--- src/iox_pkg.sv ---
package iox_pkg;

  // synchroniser vector layout
  localparam int SYNC_W = 20;
  localparam int SY_PINS = 0;
  localparam int SY_SCL = 16;
  localparam int SY_SDA = 17;
  localparam int SY_RSTP = 18;
  localparam int SY_ADDR = 19;
  localparam logic [SYNC_W-1:0] SYNC_RST = 20'h70000;

  // bus address: upper six bits fixed, lowest bit from the address pin
  localparam logic [5:0] DEV_ADDR_HI = 6'h10;

  // command pointer values
  localparam logic [2:0] PTR_IN0 = 3'h0;
  localparam logic [2:0] PTR_IN1 = 3'h1;
  localparam logic [2:0] PTR_OUT0 = 3'h2;
  localparam logic [2:0] PTR_OUT1 = 3'h3;
  localparam logic [2:0] PTR_INV0 = 3'h4;
  localparam logic [2:0] PTR_INV1 = 3'h5;
  localparam logic [2:0] PTR_CFG0 = 3'h6;
  localparam logic [2:0] PTR_CFG1 = 3'h7;
  localparam int PTR_W = 3;

  // reset values
  localparam logic [15:0] OUT_RST = 16'hffff;
  localparam logic [15:0] INV_RST = 16'h0000;
  localparam logic [15:0] CFG_RST = 16'hffff;
  localparam logic [3:0] BITS_PER_BYTE = 4'h8;

  typedef enum logic [8:0] {
    ST_IDLE = 9'h001,
    ST_ADDR = 9'h002,
    ST_AACK = 9'h004,
    ST_CMD = 9'h008,
    ST_CACK = 9'h010,
    ST_WR = 9'h020,
    ST_WACK = 9'h040,
    ST_RD = 9'h080,
    ST_RACK = 9'h100
  } iox_state_e;

  typedef struct packed {
    logic [SYNC_W-1:0] s1;
    logic [SYNC_W-1:0] s2;
    logic [SYNC_W-1:0] s3;
    logic [SYNC_W-1:0] q;
  } iox_sync_s;

  typedef struct packed {
    iox_state_e st;
    logic [3:0] cnt;
    logic [7:0] sh;
    logic rw;
    logic [PTR_W-1:0] ptr;
    logic [15:0] outr;
    logic [15:0] inv;
    logic [15:0] cfg;
    logic [15:0] inr;
    logic [15:0] snap;
    logic init;
    logic scl_p;
    logic sda_p;
    logic sda_oe;
    logic int_oe;
    logic [15:0] p_oe;
  } iox_core_s;

endpackage : iox_pkg

--- src/iox_core.sv ---
`timescale 1ns/1ps
// Operation
// RQ1: the outside party holds the reset pin low for the minimum pulse width.
// RQ2: reset pin low forces every register and bus machine to defaults.
// RQ3: port levels change only while the reset pin is high; the code also forces port_o and port_oe_o to defaults while the pin is low.
// RQ4: any edge on an input-configured pin raises the alert.
// RQ5: alert becomes valid within a bounded delay after the input edge.
// RQ6: alert clears when data returns or the alerting port is read.
// RQ7: read clear happens at the ack or nack bit after scl rises.
// RQ8: after a clear, further input changes raise the alert again.
// RQ9: output-configured pins never contribute to the alert.
// RQ10: switching a pin to input may raise a spurious alert.
// RQ11: alert output only pulls low or releases, never drives high.
// RQ12: the master starts a transfer only while the bus is idle.
// RQ13: write is address with direction 0, then command choosing the register.
// RQ14: successive written bytes alternate between the two registers of a pair.
// RQ15: a write accepts any number of data bytes, alternating each.
// RQ16: read is command write, repeated start, address with direction 1.
// RQ17: each further read byte comes from the other register of the pair.
// RQ18: the master answers the last read byte with not-acknowledge.
// RQ19: after a repeated start, reading resumes at the next register of pair.
// RQ20: pin data is captured into the input register at ack rising edge.
// RQ21: after power-up reset release all registers and bus machine are default.
// RQ22: low three command bits pick one of eight registers; bit 0 picks port.
// RQ23: direction bit 1 makes the pin an input, 0 makes it an output.
// RQ24: inversion bit 1 inverts the pin level in the input register.
// RQ25: output register reads return the written value, not the pin.
// RQ26: alert stays while any input pin differs from the last read snapshot.
module iox_core (
  input wire logic clk_i,
  input wire logic rst_n_i,
  input wire logic reset_pin_n_i,
  input wire logic addr_sel_i,
  input wire logic scl_i,
  input wire logic sda_i,
  output logic sda_o,
  output logic sda_oe_o,
  input wire logic [15:0] port_i,
  output logic [15:0] port_o,
  output logic [15:0] port_oe_o,
  output logic alert_n_o,
  output logic alert_n_oe_o
);

  iox_pkg::iox_core_s s_q;
  iox_pkg::iox_core_s s_d;
  logic [iox_pkg::SYNC_W-1:0] syn;

  // all pins from outside pass the synchroniser
  iox_sync u_sync (
    .clk_i(clk_i),
    .rst_n_i(rst_n_i),
    .d_i({addr_sel_i, reset_pin_n_i, sda_i, scl_i, port_i}),
    .q_o(syn)
  );

  // byte returned for a pointer value
  function automatic logic [7:0] rd_byte(
    input logic [2:0] ptr,
    input logic [15:0] inr,
    input logic [15:0] outr,
    input logic [15:0] inv,
    input logic [15:0] cfg
  );
    logic [15:0] sel;
    sel = cfg;
    case (ptr[2:1])
      2'h0: sel = inr ^ inv; // RQ24
      2'h1: sel = outr; // RQ25
      2'h2: sel = inv;
      default: sel = cfg;
    endcase
    rd_byte = ptr[0] ? sel[15:8] : sel[7:0]; // RQ22
  endfunction : rd_byte

  // a byte of a 16-bit word selected by port bit
  function automatic logic [15:0] put_byte(
    input logic [15:0] word,
    input logic port,
    input logic [7:0] b
  );
    put_byte = port ? {b, word[7:0]} : {word[15:8], b};
  endfunction : put_byte

  logic [15:0] pins;
  logic scl;
  logic sda;
  logic scl_rise;
  logic scl_fall;
  logic start_c;
  logic stop_c;
  logic addr_hit;

  // edges and bus conditions on the synchronised lines
  assign pins = syn[iox_pkg::SY_PINS +: 16];
  assign scl = syn[iox_pkg::SY_SCL];
  assign sda = syn[iox_pkg::SY_SDA];
  assign scl_rise = scl & ~s_q.scl_p;
  assign scl_fall = ~scl & s_q.scl_p;
  assign start_c = scl & s_q.scl_p & s_q.sda_p & ~sda;
  assign stop_c = scl & s_q.scl_p & ~s_q.sda_p & sda;
  assign addr_hit = s_q.sh[7:1] == {iox_pkg::DEV_ADDR_HI,
                                     syn[iox_pkg::SY_ADDR]};

  // next state of the whole block
  always_comb begin
    s_d = s_q;
    s_d.scl_p = scl;
    s_d.sda_p = sda;
    // first cycle after reset: take the present pins as reference
    if (!s_q.init) begin
      s_d.init = 1'b1;
      s_d.snap = pins;
      s_d.inr = pins;
    end
    if (start_c) begin
      // a start or repeated start opens a new address phase
      s_d.st = iox_pkg::ST_ADDR; // RQ12
      s_d.cnt = 4'h0;
      s_d.sda_oe = 1'b0;
    end else if (stop_c) begin
      s_d.st = iox_pkg::ST_IDLE;
      s_d.sda_oe = 1'b0;
    end else if (scl_rise) begin
      case (s_q.st)
        iox_pkg::ST_ADDR, iox_pkg::ST_CMD, iox_pkg::ST_WR: begin
          s_d.sh = {s_q.sh[6:0], sda};
          s_d.cnt = s_q.cnt + 4'h1;
        end
        iox_pkg::ST_AACK: begin
          if (s_q.rw) begin
            s_d.inr = pins; // RQ20
          end
        end
        iox_pkg::ST_RACK: begin
          // master answer, input capture, read clear, pair toggle
          s_d.rw = ~sda; // RQ18
          s_d.inr = pins; // RQ20
          if (s_q.ptr[2:1] == 2'h0) begin
            s_d.snap = put_byte(s_q.snap, s_q.ptr[0],
                                s_q.ptr[0] ? s_q.inr[15:8] : s_q.inr[7:0]); // RQ7
          end
          s_d.ptr = {s_q.ptr[2:1], ~s_q.ptr[0]}; // RQ17 RQ19
        end
        default: begin
          s_d.st = s_q.st;
        end
      endcase
    end else if (scl_fall) begin
      case (s_q.st)
        iox_pkg::ST_ADDR: begin
          if (s_q.cnt == iox_pkg::BITS_PER_BYTE) begin
            if (addr_hit) begin
              s_d.st = iox_pkg::ST_AACK;
              s_d.rw = s_q.sh[0]; // RQ13 RQ16
              s_d.sda_oe = 1'b1;
            end else begin
              s_d.st = iox_pkg::ST_IDLE;
            end
          end
        end
        iox_pkg::ST_AACK: begin
          s_d.cnt = 4'h0;
          if (s_q.rw) begin
            // first read byte from the current pointer
            s_d.st = iox_pkg::ST_RD; // RQ16 RQ19
            s_d.sh = rd_byte(s_q.ptr, s_q.inr, s_q.outr, s_q.inv, s_q.cfg);
            s_d.sda_oe = ~s_d.sh[7];
          end else begin
            s_d.st = iox_pkg::ST_CMD;
            s_d.sda_oe = 1'b0;
          end
        end
        iox_pkg::ST_CMD: begin
          if (s_q.cnt == iox_pkg::BITS_PER_BYTE) begin
            s_d.ptr = s_q.sh[iox_pkg::PTR_W-1:0]; // RQ22 RQ13
            s_d.st = iox_pkg::ST_CACK;
            s_d.sda_oe = 1'b1;
          end
        end
        iox_pkg::ST_CACK, iox_pkg::ST_WACK: begin
          s_d.st = iox_pkg::ST_WR;
          s_d.cnt = 4'h0;
          s_d.sda_oe = 1'b0;
        end
        iox_pkg::ST_WR: begin
          if (s_q.cnt == iox_pkg::BITS_PER_BYTE) begin
            // store the byte, then move to the other half of the pair
            case (s_q.ptr[2:1])
              2'h1: s_d.outr = put_byte(s_q.outr, s_q.ptr[0], s_q.sh);
              2'h2: s_d.inv = put_byte(s_q.inv, s_q.ptr[0], s_q.sh);
              2'h3: s_d.cfg = put_byte(s_q.cfg, s_q.ptr[0], s_q.sh); // RQ23
              default: s_d.outr = s_q.outr; // input pair is read only
            endcase
            s_d.ptr = {s_q.ptr[2:1], ~s_q.ptr[0]}; // RQ14 RQ15
            s_d.st = iox_pkg::ST_WACK;
            s_d.sda_oe = 1'b1;
          end
        end
        iox_pkg::ST_RD: begin
          if (s_q.cnt == 4'h7) begin
            s_d.st = iox_pkg::ST_RACK;
            s_d.sda_oe = 1'b0;
          end else begin
            s_d.sh = {s_q.sh[6:0], 1'b0};
            s_d.sda_oe = ~s_q.sh[6];
          end
          s_d.cnt = s_q.cnt + 4'h1;
        end
        iox_pkg::ST_RACK: begin
          s_d.cnt = 4'h0;
          if (s_q.rw) begin
            // acknowledged: next byte from the other register
            s_d.st = iox_pkg::ST_RD; // RQ17
            s_d.sh = rd_byte(s_q.ptr, s_q.inr, s_q.outr, s_q.inv, s_q.cfg);
            s_d.sda_oe = ~s_d.sh[7];
          end else begin
            s_d.st = iox_pkg::ST_IDLE; // RQ18
            s_d.sda_oe = 1'b0;
          end
        end
        default: begin
          s_d.st = s_q.st;
        end
      endcase
    end
    // alert while an input-configured pin differs from the snapshot
    s_d.int_oe = s_q.init &&
                 ((pins ^ s_d.snap) & s_d.cfg) != 16'h0000; // RQ4 RQ6 RQ8 RQ9 RQ10 RQ26 RQ5
    s_d.p_oe = ~s_d.cfg; // RQ23
  end

  // registers; the reset pin has the same effect as the power-on reset
  always_ff @(posedge clk_i) begin
    if (!rst_n_i || !syn[iox_pkg::SY_RSTP]) begin // RQ2 RQ21 RQ3
      s_q.st <= iox_pkg::ST_IDLE;
      s_q.cnt <= 4'h0;
      s_q.sh <= 8'h00;
      s_q.rw <= 1'b0;
      s_q.ptr <= iox_pkg::PTR_IN0;
      s_q.outr <= iox_pkg::OUT_RST;
      s_q.inv <= iox_pkg::INV_RST;
      s_q.cfg <= iox_pkg::CFG_RST;
      s_q.inr <= 16'h0000;
      s_q.snap <= 16'h0000;
      s_q.init <= 1'b0;
      s_q.scl_p <= 1'b1;
      s_q.sda_p <= 1'b1;
      s_q.sda_oe <= 1'b0;
      s_q.int_oe <= 1'b0;
      s_q.p_oe <= ~iox_pkg::CFG_RST;
    end else begin
      s_q <= s_d;
    end
  end

  // open-drain lines only ever pull low
  assign sda_o = 1'b0;
  assign sda_oe_o = s_q.sda_oe;
  assign alert_n_o = 1'b0; // RQ11
  assign alert_n_oe_o = s_q.int_oe; // RQ11
  assign port_o = s_q.outr;
  assign port_oe_o = s_q.p_oe;

endmodule : iox_core

--- src/iox_sync.sv ---
`timescale 1ns/1ps
// three-stage synchroniser; a bit changes once stages two and three agree
module iox_sync (
  input wire logic clk_i,
  input wire logic rst_n_i,
  input wire logic [iox_pkg::SYNC_W-1:0] d_i,
  output logic [iox_pkg::SYNC_W-1:0] q_o
);

  iox_pkg::iox_sync_s s_q;
  iox_pkg::iox_sync_s s_d;

  // stage one feeds only stage two
  always_comb begin
    s_d = s_q;
    s_d.s1 = d_i;
    s_d.s2 = s_q.s1;
    s_d.s3 = s_q.s2;
    s_d.q = (s_q.s2 & ~(s_q.s2 ^ s_q.s3)) | (s_q.q & (s_q.s2 ^ s_q.s3));
  end

  // registers with synchronous reset
  always_ff @(posedge clk_i) begin
    if (!rst_n_i) begin
      s_q <= {4{iox_pkg::SYNC_RST}};
    end else begin
      s_q <= s_d;
    end
  end

  assign q_o = s_q.q;

endmodule : iox_sync

--- config.mk ---
export PLATFORM = sky130hd
export DESIGN_NAME = iox_core
export DESIGN_NICKNAME = d
export VERILOG_FILES = /design/src/iox_pkg.sv /design/src/iox_core.sv /design/src/iox_sync.sv
export SDC_FILE = /design/constraint.sdc
export NUM_CORES = 1
export LEC_CHECK = 0
export ABC_CLOCK_PERIOD_IN_PS = 3100
export BUFFER_PORTS_ARGS = -buffer_cell sky130_fd_sc_hd__buf_2
export CAP_MARGIN = 25
export CORE_MARGIN = 2
export CORE_UTILIZATION = 55
export CTS_BUF_LIST = sky130_fd_sc_hd__clkbuf_16
export DETAILED_ROUTE_END_ITERATION = 8
export PLACE_DENSITY = 0.78
export SETUP_SLACK_MARGIN = 0.02
export SKIP_LAST_GASP = 1
export SYNTH_ARGS = -nofsm -noshare
export SYNTH_HDL_FRONTEND = slang
export SYNTH_SLANG_ARGS = --single-unit
export TNS_END_PERCENT = 20
--- constraint.sdc ---
create_clock -name clk_i -period 3.1 [get_ports clk_i]
set_input_delay 0.31 -clock clk_i [delete_from_list [all_inputs] [get_ports clk_i]]
set_output_delay 0.31 -clock clk_i [all_outputs]
set_load 0.05 [all_outputs]
Yosys cells after proc, flatten, opt, wreduce, memory -nomap -nowiden
Index checks and enable logic that the tools add are counted.
{ "totals": {"in_bits": 22, "word_cells": 194, "register_bits": 206} }
{ "classes": {"bitwise_logic": 27, "n_mux": 68, "n_reduce_logical": 36, "addsub": 1, "eq_ne": 38} }
{ "op_table": {"columns": ["cell", "count"], "rows": [
  ["two-way mux 16 bit", 20],
  ["two-way mux 49 bit", 6],
  ["two-way mux 48 bit", 3],
  ["two-way mux 96 bit", 1],
  ["two-way mux 66 bit", 1],
  ["two-way mux 8 bit", 8],
  ["case mux 9 bit (7 select lines)", 1],
  ["case mux 16 bit (3 select lines)", 1],
  ["AND 20 bit", 2],
  ["AND reduction 8 bit", 5],
  ["two-way mux 9 bit", 4],
  ["AND reduction 7 bit", 5],
  ["two-way mux 33 bit", 1],
  ["two-way mux 32 bit", 1],
  ["case mux 16 bit (2 select lines)", 1],
  ["bitwise XOR 16 bit", 2],
  ["!= test 6 bit, second input constant", 5],
  ["case mux 8 bit (3 select lines)", 1],
  ["NOT 20 bit", 1],
  ["bitwise OR 20 bit", 1],
  ["bitwise XOR 20 bit", 1],
  ["two-way mux 18 bit", 1],
  ["AND 16 bit", 1],
  ["!= test 4 bit, second input constant", 4],
  ["47 further kinds", 93]
]} }

Longest topological paths before layout
{ "depth": {"ltp_word": 19, "depth_mapped": 13, "ltp_nobuf": 11} }

Cells and area by module
A second synthesis with hierarchy kept.
{ "unflattened": {"hier_cells": 1076, "hier_area_um2": 9345.2} }
{ "by_module_without_submodules": {"columns": ["mod", "instances", "area_per_inst_um2", "seq_area_each_um2", "cells_each"], "rows": [
  ["iox_core", 1, 6826.5, 2522.4, 846],
  ["iox_sync", 1, 2518.7, 1601.5, 230]
]} }

Least setup slack after synthesis
Ideal clock, no wire load.
{ "synth_timing": {"kind": "reg-to-reg", "from": "register with a tool-made name", "to": "register s_q, in the netlist alert_n_oe_o", "arrival_time_ns": 2.890, "required_time_ns": 2.967, "stages_incl_launch_ff": 11, "synth_period_minus_slack_ns": 3.023, "path_slack_ns": 0.077, "setup_ns": 0.133, "path_cell_list": "dfxtp_1 > ha_1 > inv_1 > or2_2 > nor4_4 > mux2_2 > a221oi_1 > nor3_1 > or4_1 > nor4_1 > a211oi_1"} }
{ "synth_rtl": {"columns": ["item", "line_no", "text"], "rows": [
  ["to (decl)", "iox_core.sv:45", "iox_pkg::iox_core_s s_q;"]
]} }

Final worst setup path
{ "layout_timing": {"from": "register s_q[113] (netlist bit)", "to": "register s_q, in the netlist alert_n_oe_o"} }
{ "layout_between": {"elab_chain_len": 15} }
{ "layout_rtl": {"columns": ["item", "line_no", "text"], "rows": [
  ["== test 4 bit", "iox_core.sv:187", "if (s_q.cnt == iox_pkg::BITS_PER_BYTE) begin"],
  ["two-way mux 49 bit", "iox_core.sv:187", null],
  ["two-way mux 49 bit", "iox_core.sv:150", "case (s_q.st)"],
  ["two-way mux 49 bit", "iox_core.sv:149", "end else if (scl_fall) begin"],
  ["two-way mux 49 bit", "iox_core.sv:124", "end else if (scl_rise) begin"],
  ["two-way mux 49 bit", "iox_core.sv:121", "end else if (stop_c) begin"],
  ["two-way mux 49 bit", "iox_core.sv:116", "if (start_c) begin"],
  ["two-way mux 48 bit", "iox_core.sv:150", null],
  ["two-way mux 66 bit", "iox_core.sv:149", null],
  ["two-way mux 48 bit", "iox_core.sv:124", null],
  ["two-way mux 96 bit", "iox_core.sv:121", null],
  ["two-way mux 48 bit", "iox_core.sv:116", null],
  ["AND 16 bit", "iox_core.sv:229", "((pins ^ s_d.snap) & s_d.cfg) != 16'h0000;"],
  ["nonzero test 16 bit", "iox_core.sv:229", null],
  ["logical AND 1 bit", "iox_core.sv:228", "s_d.int_oe = s_q.init &&"]
]} }
Every way passes these cells. The select of a mux whose other input is x is not followed.
A chain may end at the register's enable or synchronous reset.

==> flow_summary.toml <==
[status]
status = "complete, no violations"

[grt]
track_usage = 0.237
grt_start_max_net_pins = 81
overflow = 0
grt_pass1_wl_um = 34400
antenna_found_initial = 0
grt_pass1_vias = 6774

[place]
port_buffers = 55
place_congestion = 0.902
place_inst = 1232
hpwl_um = 14800

[pwr]
ir_worst_vdd_mv = 0.440
p_seq_frac = 0.508
p_per_area_nw_per_um2 = 515
power.total_uw = 5340
power_switching_uw = 1150
leakage_uw = 0.00397
p_comb_frac = 0.032
internal-power_uw = 4190
power.clock.fraction = 0.460
sw_frac_of_total = 0.215

[synthesis]
synthAdderAreaFrac = 0.00681
yosys.area.top_type_share = 0.449
synth_top_family_by_area = "simple AND/OR/NAND/NOR gates"
synth.area.top_cells = "dfxtp_1 45%, mux2i_1 5.8%, and2_1 4.6%, nor2_1 4.5%, buf_4 2.8%"
yosys.area_share.simple = 0.203
synthesis.instances = 1004
ys_seq_elements = 206
synth.largest_area_cell = "dfxtp_1"
ys.warnings.count = 0
netlist_area_um2 = 9180
synth-compound-area-share = 0.159
synth-xor-area-share = 0.0323
muxShareOfSynthArea = 0.0798
synth_top_flop_cell = "dfxtp_1"
yosysSeqAreaShare = 0.449
synth_edf_count = 0
synthArstFlopShare = 0
synth_area_per_cell_um2 = 9.15
netlist-cell-type-count = 69

[sta]
tightest_slew_ps = 1080
layout_min_cycle_time_ps = 2940
fin_crit_sh = 0.950
rsz0062_at_grt = "no"
maxSlewViolCount = 0
holdWs_ps = 6.04
timing.fmax_mhz = 340
maxSlewHeadroom = 0.268
skew_ps = 12.8
finalSetupViolations = 0
hold_viol = 0

[worst_setup_path]
slowest_stage = "or4_1"
path_cells = "inv_1 > ha_1 > nand3b_1 > a2111oi_4 > buf_4 > and2_1 > and4b_2 > mux2i_1 > nor3_1 > or4_1 > nor4_2 > a211oi_1"
cpPeakStageDelay_ps = 540
crit_end = "alert_n_oe_o"
startpoint_type = "flop"
path_class = "flop to flop"
r2r_end = "alert_n_oe_o"
crit_required_ps = 3450
reg2reg_from = "s_q[113]"
end_kind = "flop"
crit_start = "s_q[113]"
reg2reg_setup_slack_ps = 160
ff2ff_path_depth = 12
cp_max_fo = 5
worst-endpoint-arrival_ps = 3300

[route]
post_drt_wl_per_cell_um = 16.6
drt-total-wl_um = 21100
drtIter0Drc = 660
antenna_left = 0
via_count = 7261
drc = 0
dr.pass1.iters = 5
via_per_inst = 5.69

[finish]
n_antenna_cell = 0
synthToLayoutAreaGrowth_pct = 13.0
drive_above_1_share = 0.170
stdcell_count = 1275
nets = 1069
fillers = 1351

[cts]
cts_buffer_depth = 3
cts.sinks = 206
cts_htree_levels = 1
cts_buffers = 22
clk_latency_ps = 500
clk_pin_slew_ps = 60
cts-root-buf = "clkbuf_16"
cts_tree = "yes"

[die]
core_um2 = 16500
row_count = 47
io_pins = 58
die-area_um2 = 17700
start_util = 0.558
die_h_um = 133
die_width_um = 133

[worst_hold_path]
min-delay-path-class = "input port to flop"

[run]
max-cap-violations = 0
critical path, delay by kind of cell (launching register included):
family                     cells  cell delay [ps]
and+or+nand+nor                6             1430
buffers and inverters          2              230
DFF                            1              310
adders and majority gates      1              160
AOI/OAI and AO/OA              2              410
muxes                          1              270
worst min-delay path by stage:
| stage | startpoint | to | slack [ps] | cells after the start |
|---|---|---|---|---|
| 6_report | sda_i | u_sync.s_d[57] | 6 | 2 |
| 5_1_grt | port_i[14] | u_sync.s_d[54] | 7 | 2 |
| 4_1_cts | sda_i | u_sync.s_d[57] | 4 | 2 |
| 3_5_place_dp | u_sync.s_d[57] | u_sync.s_d[37] | 400 | 1 |
| 3_3_place_gp | u_sync.s_d[57] | u_sync.s_d[37] | 390 | 1 |
| 2_1_floorplan | u_sync.s_d[56] | u_sync.s_d[36] | 390 | 1 |
Yosys cell counts, types with 6 or more instances:
cell type	count
a2111oi_0	8
a21boi_0	18
a21oi_1	44
a22oi_1	17
and2_1	67
buf_2	8
buf_4	34
clkbuf_1	43
dfxtp_1	206
inv_1	29
mux2i_1	53
mux4_2	7
nand2_1	64
nand2b_1	22
nand3_1	16
nor2_1	109
nor2b_1	19
nor3_1	26
o211ai_1	19
o21ai_0	37
o22a_1	19
xnor2_1	26
xor2_1	6
what timing repair did:
action | 4_1_cts | 5_1_grt
buffers inserted | 0 | 4
resized for setup | 4 | 10
setup endpoints to repair | 1 | 1
hold buffers | 2 | 0
hold endpoints to repair | 2 | 0
pin swaps | 1 | 2
per-layer routing:
metal | global-route usage | routed length (um)
met3 | 0.0468 | 1480
met2 | 0.391 | 9850
met4 | 0.0804 | 642
met1 | 0.313 | 9180
met5 | 0 | 0
power by group through the flow:
stage	Combinational, uW	Clock (uW)	Sequential [uW]
after floorplan	129	0	2770
after global placement	164	0	2770
after detailed placement	167	0	2770
after CTS	169	2490	2710
after global routing	189	2620	2720
final	171	2460	2720
kinds of logic after synthesis:
kind of cell,after synthesis
muxes,64
DFF,206
AOI/OAI and AO/OA,209
buffers and inverters,123
xor gates and xnor gates,33
and+or+nand+nor,363
other,1
adders and majority gates,5
layout by cell type, fill, tap and decap left out, types with 18 or more instances in the layout:
| cell type | n |
|---|---|
| o22a_1 | 19 |
| and2_1 | 67 |
| buf_2 | 55 |
| o211ai_1 | 19 |
| o21ai_0 | 37 |
| nor3_1 | 26 |
| xnor2_1 | 26 |
| dfxtp_1 | 205 |
| a21boi_0 | 18 |
| inv_1 | 30 |
| nand2b_1 | 22 |
| a21oi_1 | 44 |
| buf_4 | 48 |
| clkbuf_16 | 23 |
| nor2_1 | 109 |
| nor2b_1 | 19 |
| mux2i_1 | 50 |
| nand2_1 | 63 |
sequential cells by signal, indices dropped and copies added, names as in the netlist, named ones only:
signal / flops
sda_oe_o: 1
port_o: 16
alert_n_oe_o: 1
u_sync.s_q: 20
u_sync.s_d: 40
s_q: 92
port_oe_o: 16
through the flow:
step	utilization	TNS [ps]	area, um^2	setup slack, ps
2_1_floorplan	-	0	9190	77.3
3_3_place_gp	0.582	0	9580	11.7
3_5_place_dp	0.582	-39.1	9580	-39.1
4_1_cts	0.625	0	10300	20.0
5_1_grt	0.630	0	10400	24.6
6_report	0.630	0	10400	155
area by class of cell:
| type | count | area [um^2] | area share |
|---|---|---|---|
| well taps | 220 | 275 | 0.0265 |
| clock inverters | 14 | 105 | 0.0101 |
| multi-input cells | 676 | 4510 | 0.434 |
| flip-flops and latches | 206 | 4130 | 0.398 |
| repair buffers | 107 | 678 | 0.0654 |
| inverters | 29 | 109 | 0.0105 |
| clock buffers | 23 | 576 | 0.0555 |
Note: power is estimated with default switching activity, not from simulation.
